===== config.mk =====
export PLATFORM = sky130hd
export DESIGN_NAME = tape_control_command_port
export DESIGN_NICKNAME = d
export VERILOG_FILES = /design/src/shared/tape_cmd_pkg.sv /design/src/oneshot_timer.sv /design/src/unit_decoder.sv /design/src/tape_control_command_port.sv
export SDC_FILE = /design/constraint.sdc
export NUM_CORES = 1
export LEC_CHECK = 0
export ABC_CLOCK_PERIOD_IN_PS = 6000
export BUFFER_PORTS_ARGS = -buffer_cell sky130_fd_sc_hd__buf_4
export CORE_ASPECT_RATIO = 1.75
export CORE_MARGIN = 4
export CORE_UTILIZATION = 45
export CTS_CLUSTER_DIAMETER = 50
export DETAILED_ROUTE_END_ITERATION = 6
export SLEW_MARGIN = 20
export SYNTH_ARGS = -nofsm -noshare
export SYNTH_HDL_FRONTEND = slang
export SYNTH_SLANG_ARGS = --single-unit

===== constraint.sdc =====
create_clock -name core_clk -period 6 [get_ports core_clk]
set_input_delay 1.2 -clock core_clk [delete_from_list [all_inputs] [get_ports core_clk]]
set_output_delay 1.2 -clock core_clk [all_outputs]
set_load 0.01 [all_outputs]

===== src/shared/tape_cmd_pkg.sv =====
/*
 tape_cmd_pkg: constants and carriers for the tape control command port.
 assumes a single 25 MHz core clock; all times are converted to cycles here.
*/
package tape_cmd_pkg;
   localparam int CLK_PERIOD_NS = 40;
   localparam int CLK_KHZ = 25000;
   localparam logic [5:0] DEVICE_CODE = 6'h3E;
   localparam int BUS_PULSE_NS = 400;
   localparam int BUS_PULSE_CYCLES = (BUS_PULSE_NS + CLK_PERIOD_NS - 1) / CLK_PERIOD_NS;
   localparam int CLEAR_DELAY_NS = 5000;
   localparam int CLEAR_DELAY_CYCLES = (CLEAR_DELAY_NS + CLK_PERIOD_NS - 1) / CLK_PERIOD_NS;
   localparam int HOLDOFF_NS = 10000;
   localparam int HOLDOFF_CYCLES = (HOLDOFF_NS + CLK_PERIOD_NS - 1) / CLK_PERIOD_NS;
   localparam int TP_NS = 100;
   localparam int TP_CYCLES = (TP_NS + CLK_PERIOD_NS - 1) / CLK_PERIOD_NS;
   localparam int LOCAL_CLK_KHZ = 120;
   localparam int LOCAL_CLK_CYCLES = CLK_KHZ / LOCAL_CLK_KHZ;
   localparam logic [3:0] FUNC_FORMAT_WRITE = 4'h7;
   localparam logic [9:0] CMD_RESET = 10'h000;
   // accumulator bit positions of the command fields
   localparam int POS_UNIT = 0;
   localparam int POS_DIR = 3;
   localparam int POS_RUN = 4;
   localparam int POS_FUNC = 5;
   localparam int POS_IRQ = 9;

   typedef struct packed {
      logic irq_enable_bit;
      logic [3:0] function_field;
      logic run_bit;
      logic direction_bit;
      logic [2:0] unit_select_bits;
   } cmd_type;

   typedef struct packed {
      logic bus_phase_one;
      logic bus_phase_two;
      logic bus_phase_three;
      logic [5:0] device_field;
      logic [17:0] ac;
   } iot_type;

   typedef struct packed {
      logic forward_motion;
      logic reverse_motion;
      logic go;
      logic stop;
      logic [7:0] drive_select_n;
   } motion_type;
endpackage


===== src/oneshot_timer.sv =====
/*
 oneshot_timer: retriggerable one-shot, active for CYCLES clocks after trigger.
 assumes trigger is a single-cycle strobe in the core clock domain.
*/
`timescale 1ns/1ps
`default_nettype none
module oneshot_timer #(
   parameter int unsigned CYCLES = 10
) (
   input wire logic core_clk,
   input wire logic rst_n,
   input wire logic trigger,
   output logic active
);
   typedef struct packed {
      logic [15:0] count;
   } os_state_type;
   os_state_type s_q, s_d;

   always_comb begin
      s_d = s_q;
      if (trigger) begin
         s_d.count = 16'(CYCLES);
      end else if (s_q.count != 16'h0000) begin
         s_d.count = s_q.count - 16'h0001;
      end
   end

   always_ff @(posedge core_clk or negedge rst_n) begin
      if (!rst_n) begin
         s_q <= '0;
      end else begin
         s_q <= s_d;
      end
   end

   assign active = (s_q.count != 16'h0000);
endmodule
`default_nettype wire


===== src/unit_decoder.sv =====
/*
 unit_decoder: three-bit unit number to one-of-eight active-low select.
 assumes the caller registers the result before it leaves the chip.
*/
`timescale 1ns/1ps
`default_nettype none
module unit_decoder (
   input wire logic [2:0] unit,
   output logic [7:0] select_n
);
   genvar i;
   generate
      for (i = 0; i < 8; i++) begin : g_sel
         assign select_n[i] = ~(unit == 3'(i)); // RULE_09
      end
   endgenerate
endmodule
`default_nettype wire


===== src/tape_control_command_port.sv =====
/*
 tape_control_command_port: command register, bus pulse decode, motion
 and unit select, and timing pulse generation of the tape controller.
 assumes bus phase strobes, accumulator and tape inputs are synchronous
 to core_clk; each phase strobe is high for at least one cycle.
*/
`timescale 1ns/1ps
`default_nettype none
// Contract
// RULE_01: clear command on program clear; clear status B on power clear.
// RULE_02: local clock runs only when panel format, run bit and format-write all true.
// RULE_03: divider a toggles per clock rise; divider b toggles per rise of a.
// RULE_04: divider yields alternating 100 ns pulses every 16.6 us.
// RULE_05: while formatting, divider b drives the timing-track write channel.
// RULE_06: write hold sets at counter bit two fall, clears there once enable gone.
// RULE_07: reading derives pulses from timing-track rises when speed_reached, not formatting.
// RULE_08: each data-time pulse opens a 10 us window suppressing further pulses.
// RULE_09: unit bits decode to exactly one of eight active-low selects.
// RULE_10: unit bits load from accumulator bits 00, 01, 02.
// RULE_11: read instruction in phase two gates command fields onto bus 400 ns.
// RULE_12: direction low is forward, high reverse; never both at once.
// RULE_13: both directions off during clear, run low, post-clear delay, buffered run low.
// RULE_14: run set gives go; run clear resets buffered run and gives stop.
// RULE_15: respond only when instruction bits 3-8 hold device code 76 octal.
// RULE_16: clear in phase one makes 400 ns clear pulse and 5 us delay.
// RULE_17: after clear, unit field reads 000.
// RULE_18: delay holds stop and go off; at its end run copies to buffered run.
// RULE_19: load in phase three toggles each bit whose bus input is asserted.
// RULE_20: host asserts bits to toggle 400 us before the load pulse.
// RULE_21: interrupt enable follows accumulator bit 9 and permits interrupt request.
// RULE_22: pulses, delays and divider toggles are strobes and counters, one clock.
module tape_control_command_port
   import tape_cmd_pkg::*;
(
   input wire logic core_clk,
   input wire logic rst_n,
   input wire tape_cmd_pkg::iot_type iot,
   input wire logic program_clear,
   input wire logic power_clear,
   input wire logic panel_format_level,
   input wire logic speed_reached,
   input wire logic timing_track_read,
   input wire logic counter_bit_two,
   input wire logic write_enable_in,
   input wire logic data_active,
   input wire logic device_flag,
   output logic [17:0] bus_out,
   output logic bus_out_valid,
   output logic clear_command_pulse,
   output logic load_command_pulse,
   output logic status_b_clear,
   output logic post_clear_delay,
   output tape_cmd_pkg::cmd_type command_register,
   output tape_cmd_pkg::motion_type motion,
   output logic buffered_run_flop,
   output logic write_word_hold,
   output logic timing_track_write,
   output logic timing_pulse_even,
   output logic timing_pulse_odd,
   output logic irq_request
);
   import tape_cmd_pkg::*;

   typedef struct packed {
      cmd_type cmd;
      logic brun;
      logic [7:0] clk_cnt;
      logic div_a;
      logic div_b;
      logic rd_phase;
      logic track_prev;
      logic c2_prev;
      logic delay_prev;
      logic [1:0] tp_cnt;
      logic tp_odd;
      logic hold;
      logic [17:0] bus_out;
      logic bus_valid;
      logic clr_out;
      logic load_out;
      logic stb_clr;
      logic delay_out;
      motion_type motion;
      logic tt_write;
      logic tp_even_out;
      logic tp_odd_out;
      logic irq;
   } state_type;

   state_type s_q, s_d;

   logic dev_hit;
   logic clr_trig, read_trig, load_trig;
   logic clr_active, read_active, load_active;
   logic delay_active, holdoff_active, tp_fire;
   logic fmt_en;
   logic [7:0] sel_n;

   function automatic logic [17:0] pack_cmd(input cmd_type c);
      logic [17:0] v;
      v = 18'h00000;
      v[POS_UNIT +: 3] = c.unit_select_bits;
      v[POS_DIR] = c.direction_bit;
      v[POS_RUN] = c.run_bit;
      v[POS_FUNC +: 4] = c.function_field;
      v[POS_IRQ] = c.irq_enable_bit;
      return v;
   endfunction

   assign dev_hit = (iot.device_field == DEVICE_CODE); // RULE_15
   // strobes are taken on the rising edge of each phase so a long phase acts once
   logic p1_q, p2_q, p3_q;
   always_ff @(posedge core_clk or negedge rst_n) begin
      if (!rst_n) begin
         p1_q <= 1'b0;
         p2_q <= 1'b0;
         p3_q <= 1'b0;
      end else begin
         p1_q <= iot.bus_phase_one;
         p2_q <= iot.bus_phase_two;
         p3_q <= iot.bus_phase_three;
      end
   end
   assign clr_trig = dev_hit & iot.bus_phase_one & ~p1_q; // RULE_16 RULE_22
   assign read_trig = dev_hit & iot.bus_phase_two & ~p2_q; // RULE_11
   assign load_trig = dev_hit & iot.bus_phase_three & ~p3_q; // RULE_19

   oneshot_timer #(.CYCLES(BUS_PULSE_CYCLES)) u_clr_pulse (
      .core_clk(core_clk),
      .rst_n(rst_n),
      .trigger(clr_trig),
      .active(clr_active)
   );
   oneshot_timer #(.CYCLES(BUS_PULSE_CYCLES)) u_read_pulse (
      .core_clk(core_clk),
      .rst_n(rst_n),
      .trigger(read_trig),
      .active(read_active)
   );
   oneshot_timer #(.CYCLES(BUS_PULSE_CYCLES)) u_load_pulse (
      .core_clk(core_clk),
      .rst_n(rst_n),
      .trigger(load_trig),
      .active(load_active)
   );
   oneshot_timer #(.CYCLES(CLEAR_DELAY_CYCLES)) u_clear_delay (
      .core_clk(core_clk),
      .rst_n(rst_n),
      .trigger(clr_trig),
      .active(delay_active)
   );
   oneshot_timer #(.CYCLES(HOLDOFF_CYCLES)) u_holdoff (
      .core_clk(core_clk),
      .rst_n(rst_n),
      .trigger(tp_fire & data_active),
      .active(holdoff_active)
   );

   unit_decoder u_unit_dec (
      .unit(s_q.cmd.unit_select_bits),
      .select_n(sel_n)
   );

   assign fmt_en = panel_format_level & s_q.cmd.run_bit
      & (s_q.cmd.function_field == FUNC_FORMAT_WRITE); // RULE_02

   // the event that would start a timing pulse this cycle
   logic fmt_tick, fmt_rise_a, rd_rise;
   assign fmt_tick = fmt_en & (s_q.clk_cnt == 8'(LOCAL_CLK_CYCLES - 1));
   assign fmt_rise_a = fmt_tick & ~s_q.div_a;
   assign rd_rise = speed_reached & ~panel_format_level
      & timing_track_read & ~s_q.track_prev; // RULE_07
   // crosstalk pulses inside the window are dropped, not delayed
   assign tp_fire = (fmt_rise_a | rd_rise) & ~(holdoff_active & data_active); // RULE_08

   always_comb begin
      s_d = s_q;
      s_d.track_prev = timing_track_read;
      s_d.c2_prev = counter_bit_two;
      s_d.delay_prev = delay_active;

      // command register
      if (program_clear || power_clear || clr_trig) begin
         s_d.cmd = cmd_type'(CMD_RESET); // RULE_01 RULE_17
      end else if (load_trig) begin
         // exclusive-or load; unit bits from 00-02, enable from 09
         s_d.cmd.unit_select_bits = s_q.cmd.unit_select_bits
            ^ iot.ac[POS_UNIT +: 3]; // RULE_10 RULE_19
         s_d.cmd.direction_bit = s_q.cmd.direction_bit ^ iot.ac[POS_DIR];
         s_d.cmd.run_bit = s_q.cmd.run_bit ^ iot.ac[POS_RUN];
         s_d.cmd.function_field = s_q.cmd.function_field
            ^ iot.ac[POS_FUNC +: 4];
         s_d.cmd.irq_enable_bit = s_q.cmd.irq_enable_bit
            ^ iot.ac[POS_IRQ]; // RULE_21
      end

      // buffered run
      if (!s_q.cmd.run_bit) begin
         s_d.brun = 1'b0; // RULE_14
      end else if (s_q.delay_prev && !delay_active) begin
         s_d.brun = s_q.cmd.run_bit; // RULE_18
      end

      // local 120 kc clock and divider
      if (!fmt_en) begin
         s_d.clk_cnt = 8'h00;
      end else if (fmt_tick) begin
         s_d.clk_cnt = 8'h00;
         s_d.div_a = ~s_q.div_a; // RULE_03
         if (!s_q.div_a) begin
            s_d.div_b = ~s_q.div_b; // RULE_03
         end
      end else begin
         s_d.clk_cnt = s_q.clk_cnt + 8'h01; // RULE_22
      end

      // timing pulses: even and odd alternate
      if (s_q.tp_cnt != 2'b00) begin
         s_d.tp_cnt = s_q.tp_cnt - 2'b01;
      end
      if (tp_fire) begin
         s_d.tp_cnt = 2'(TP_CYCLES);
         if (fmt_rise_a) begin
            s_d.tp_odd = s_q.div_b; // RULE_04
         end else begin
            s_d.tp_odd = s_q.rd_phase;
            s_d.rd_phase = ~s_q.rd_phase; // RULE_07
         end
      end
      s_d.tp_even_out = (s_d.tp_cnt != 2'b00) & ~s_d.tp_odd;
      s_d.tp_odd_out = (s_d.tp_cnt != 2'b00) & s_d.tp_odd;

      // write hold changes only at the fall of counter bit two
      if (s_q.c2_prev && !counter_bit_two) begin
         s_d.hold = write_enable_in; // RULE_06
      end

      s_d.tt_write = fmt_en & s_d.div_b; // RULE_05

      // read-back onto the bus
      s_d.bus_valid = read_active | read_trig; // RULE_11
      s_d.bus_out = s_d.bus_valid ? pack_cmd(s_d.cmd) : 18'h00000;

      s_d.clr_out = clr_trig | clr_active; // RULE_16
      s_d.load_out = load_trig | load_active;
      s_d.delay_out = delay_active | clr_trig;
      s_d.stb_clr = power_clear; // RULE_01

      // motion outputs; direction decoded from one bit so never both
      begin
         logic move_ok;
         move_ok = s_d.cmd.run_bit & s_d.brun & ~s_d.delay_out
            & ~s_d.clr_out; // RULE_13
         s_d.motion.forward_motion = move_ok & ~s_d.cmd.direction_bit; // RULE_12
         s_d.motion.reverse_motion = move_ok & s_d.cmd.direction_bit; // RULE_12
      end
      s_d.motion.go = s_d.cmd.run_bit & ~s_d.delay_out; // RULE_14 RULE_18
      s_d.motion.stop = ~s_d.cmd.run_bit & ~s_d.delay_out; // RULE_14 RULE_18
      s_d.motion.drive_select_n = sel_n; // RULE_09

      s_d.irq = s_d.cmd.irq_enable_bit & device_flag; // RULE_21
   end

   always_ff @(posedge core_clk or negedge rst_n) begin
      if (!rst_n) begin
         s_q <= '0;
         s_q.motion.drive_select_n <= 8'hFF;
      end else begin
         s_q <= s_d;
      end
   end

   assign bus_out = s_q.bus_out;
   assign bus_out_valid = s_q.bus_valid;
   assign clear_command_pulse = s_q.clr_out;
   assign load_command_pulse = s_q.load_out;
   assign status_b_clear = s_q.stb_clr;
   assign post_clear_delay = s_q.delay_out;
   assign command_register = s_q.cmd;
   assign motion = s_q.motion;
   assign buffered_run_flop = s_q.brun;
   assign write_word_hold = s_q.hold;
   assign timing_track_write = s_q.tt_write;
   assign timing_pulse_even = s_q.tp_even_out;
   assign timing_pulse_odd = s_q.tp_odd_out;
   assign irq_request = s_q.irq;
endmodule
`default_nettype wire


==> flow_summary.json <==
{
  "status": "finished clean",
  "antenna_found_initial": 0,
  "wirelength_met1_um": 5560,
  "power_frac_comb_pct": 19.0,
  "synth-seq-cells": 143,
  "synth_area_um2": 6910,
  "synth_edf_count": 0,
  "slew_headroom_pct": 37.3,
  "grt_overflow": 0,
  "h-tree-depth": 4,
  "cp_cell_sequence": "buf_4, nand4b_1, nor3_4, or3_1, o21bai_2, nor2_1",
  "critPathRequiredTime_ns": 6.29,
  "highest_layer": "met4",
  "intPower_mw": 1.97,
  "grt_pass1_wl_um": 23900,
  "netlist_top_cells_area": "dfrtp_1 (49%), nor2_1 (5.5%), xor2_1 (5.3%)",
  "cts_setup_buffers": 0,
  "post-dp-hpwl_um": 10100,
  "hold_violations": 0,
  "finalSetupTns_ns": 0,
  "seqPwrFrac_pct": 47.4,
  "routed_wl_um": 14100,
  "grt_pass1_vias": 5039,
  "cpPeakStageDelay_ns": 0.80,
  "placementRows": 59,
  "met2WireLength_um": 7580,
  "pin_count": 89,
  "p_clk_share_pct": 33.6,
  "swShare_pct": 32.6,
  "arrival_ns": 3.28,
  "die_area_um2": 17500,
  "met3_length_um": 649,
  "die_y_um": 172,
  "grt_max_degree": 99,
  "postCtsHoldBufs": 0,
  "clock_sinks": 143,
  "ys_async_sr_fraction_pct": 100,
  "period_share_pct": 49.8,
  "ys.flop_type": "dfrtp_1",
  "critPathKind": "primary input to flip-flop",
  "crit_family": "simple AND/OR/NAND/NOR gates",
  "power_mw": 2.93,
  "synth_top_area_share_pct": 48.9,
  "ys_types": 65,
  "io_buffers": 72,
  "holdCritPathClass": "flip-flop to flip-flop",
  "coreArea_um2": 15000,
  "synthMostInstantiatedCell": "dfrtp_1",
  "cts_tree": "yes",
  "initial_core_util_pct": 46.1,
  "slew_viol_final": 0,
  "clk_pin_slew_ns": 0.07,
  "layout.nets": 770,
  "diodes": 0,
  "final_util_pct": 52.9,
  "yosys_warnings": 0,
  "end_kind": "flip-flop",
  "max_freq_mhz": 334,
  "worst_clock_skew_ns": 0.0118,
  "start_kind": "primary input",
  "grt_util_all_layers_pct": 17.2,
  "via_per_inst": 5.33,
  "syn_avg_cell_area_um2": 10.2,
  "dr.pass1.iters": 4,
  "drc_errors": 0,
  "clockBufferDepth": 2,
  "pre_cts_slack_ns": 2.42,
  "numCtsBuffers": 17,
  "clock_latency_ns": 0.42,
  "syn_inst": 676,
  "cts_root_buffer": "clkbuf_16",
  "first_iter_violations": 157,
  "tightest_slew_ns": 0.938,
  "post_cts_resized": 0,
  "maxCapViolCount": 0,
  "irDropWorstVdd_v": 0.000186,
  "drive_gt1_share_pct": 20.0,
  "synth_top_area_cell": "dfrtp_1",
  "power.density_nw_per_um2": 370,
  "p_leak_nw": 3.27,
  "setup_viol": 0,
  "die_w_um": 102,
  "cp_max_fo": 26,
  "yosysSeqAreaShare_pct": 52.0,
  "gp_congestion": 0.840,
  "cp.buffers_inverters": 1,
  "rsz0062_at_grt": "no",
  "fin_ws_ns": 3.01,
  "critical_path.slowest_cell": "nor3_4",
  "fin_crit_ns": 2.99,
  "ant_nets": 0,
  "syn_to_final_growth_pct": 14.7,
  "p_switching_mw": 0.956,
  "vias": 4891,
  "avgRoutedWirePerCell_um": 15.3,
  "synth_common_cells": "dfrtp_1 (135), nor2_1 (102), nand2_1 (50)"
}
worst paths after layout:
kind,cells past startpoint,from,end,slack (ns)
setup / recovery,6,iot[18],bus_out[7],3.01
hold / removal,1,s_q[41],s_q[41],0.46
setup reg to reg,5,p1_q,bus_out[7],3.65
hold reg to reg,1,s_q[41],s_q[41],0.46
max in group asynchronous,2,rst_n,u_clr_pulse.s_q[1],3.97
min in group asynchronous,1,rst_n,u_clear_delay.s_q[5],0.86
area by class of cell:
class | count | area, um^2
timing repair buffer | 74 | 559
clock inverter | 15 | 125
inverter | 19 | 71.3
clock buffer | 17 | 425
multi-input combinational | 466 | 2920
tap | 183 | 229
fill | 1375 | 7060
sequential | 143 | 3590
cells in the final DEF (no fill, tap or decap), types with 8 or more instances in the layout:
master / netlist / layout
inv_1: 18 / 18
nor3_1: 23 / 23
nand3b_1: 9 / 9
o21ai_0: 16 / 16
nand3_1: 15 / 15
nand2_1: 50 / 50
a21oi_1: 20 / 20
conb_1: 1 / 8
dfstp_2: 8 / 8
dfrtp_1: 135 / 135
buf_4: 40 / 73
nand4_1: 12 / 12
nor4_1: 16 / 15
nor2_1: 102 / 102
xor2_1: 42 / 42
ha_1: 11 / 11
nor2b_1: 8 / 8
or3_1: 10 / 10
clkbuf_16: 0 / 17
xnor2_1: 22 / 22
nor3b_1: 9 / 8
logic make-up after synthesis:
logic type / after synthesis / share of synthesized area [%]
AND/OR/NAND/NOR: 305 / 23.6
AO/OA/AOI/OAI: 68 / 6.34
other: 1 / 0.0543
flip-flops: 143 / 52.0
XOR/XNOR: 64 / 8.12
buffers and inverters: 74 / 6.43
adder cells (fa/ha/maj): 11 / 1.99
multiplexers: 10 / 1.56
registers in the layout, indices dropped and copies added (netlist names), 10 cells and up:
signal and flops:
command_register 10, bus_out 10, u_clr_pulse.s_q 16, u_clear_delay.s_q 16
u_read_pulse.s_q 16, u_load_pulse.s_q 16, motion 12, s_q 17
u_holdoff.s_q 16
metal layers:
layer | track usage, % | up-vias
met5 | 0 | -
met4 | 5.84 | 0
met3 | 4.36 | 18
met2 | 30.7 | 93
met1 | 20.0 | 2402
li1 | - | 2378
power by group through the flow:
| stage | sequential, mW | clock (mW) | combinational (mW) |
|---|---|---|---|
| 2_1_floorplan | 1.34 | 0 | 0.450 |
| 3_3_place_gp | 1.38 | 0 | 0.537 |
| 3_5_place_dp | 1.40 | 0 | 0.562 |
| 4_1_cts | 1.39 | 1.01 | 0.565 |
| 5_1_grt | 1.42 | 1.05 | 0.643 |
| 6_report | 1.39 | 0.985 | 0.556 |
stage by stage:
stage	hold WS [ns]	instances	cell area (um^2)
2_1_floorplan	0.425	683	6930
3_5_place_dp	0.450	885	7370
4_1_cts	0.466	917	7920
6_report	0.463	917	7920
3_3_place_gp	0.443	885	7360
5_1_grt	0.494	917	7920
Power figures use the tool's default switching activity.
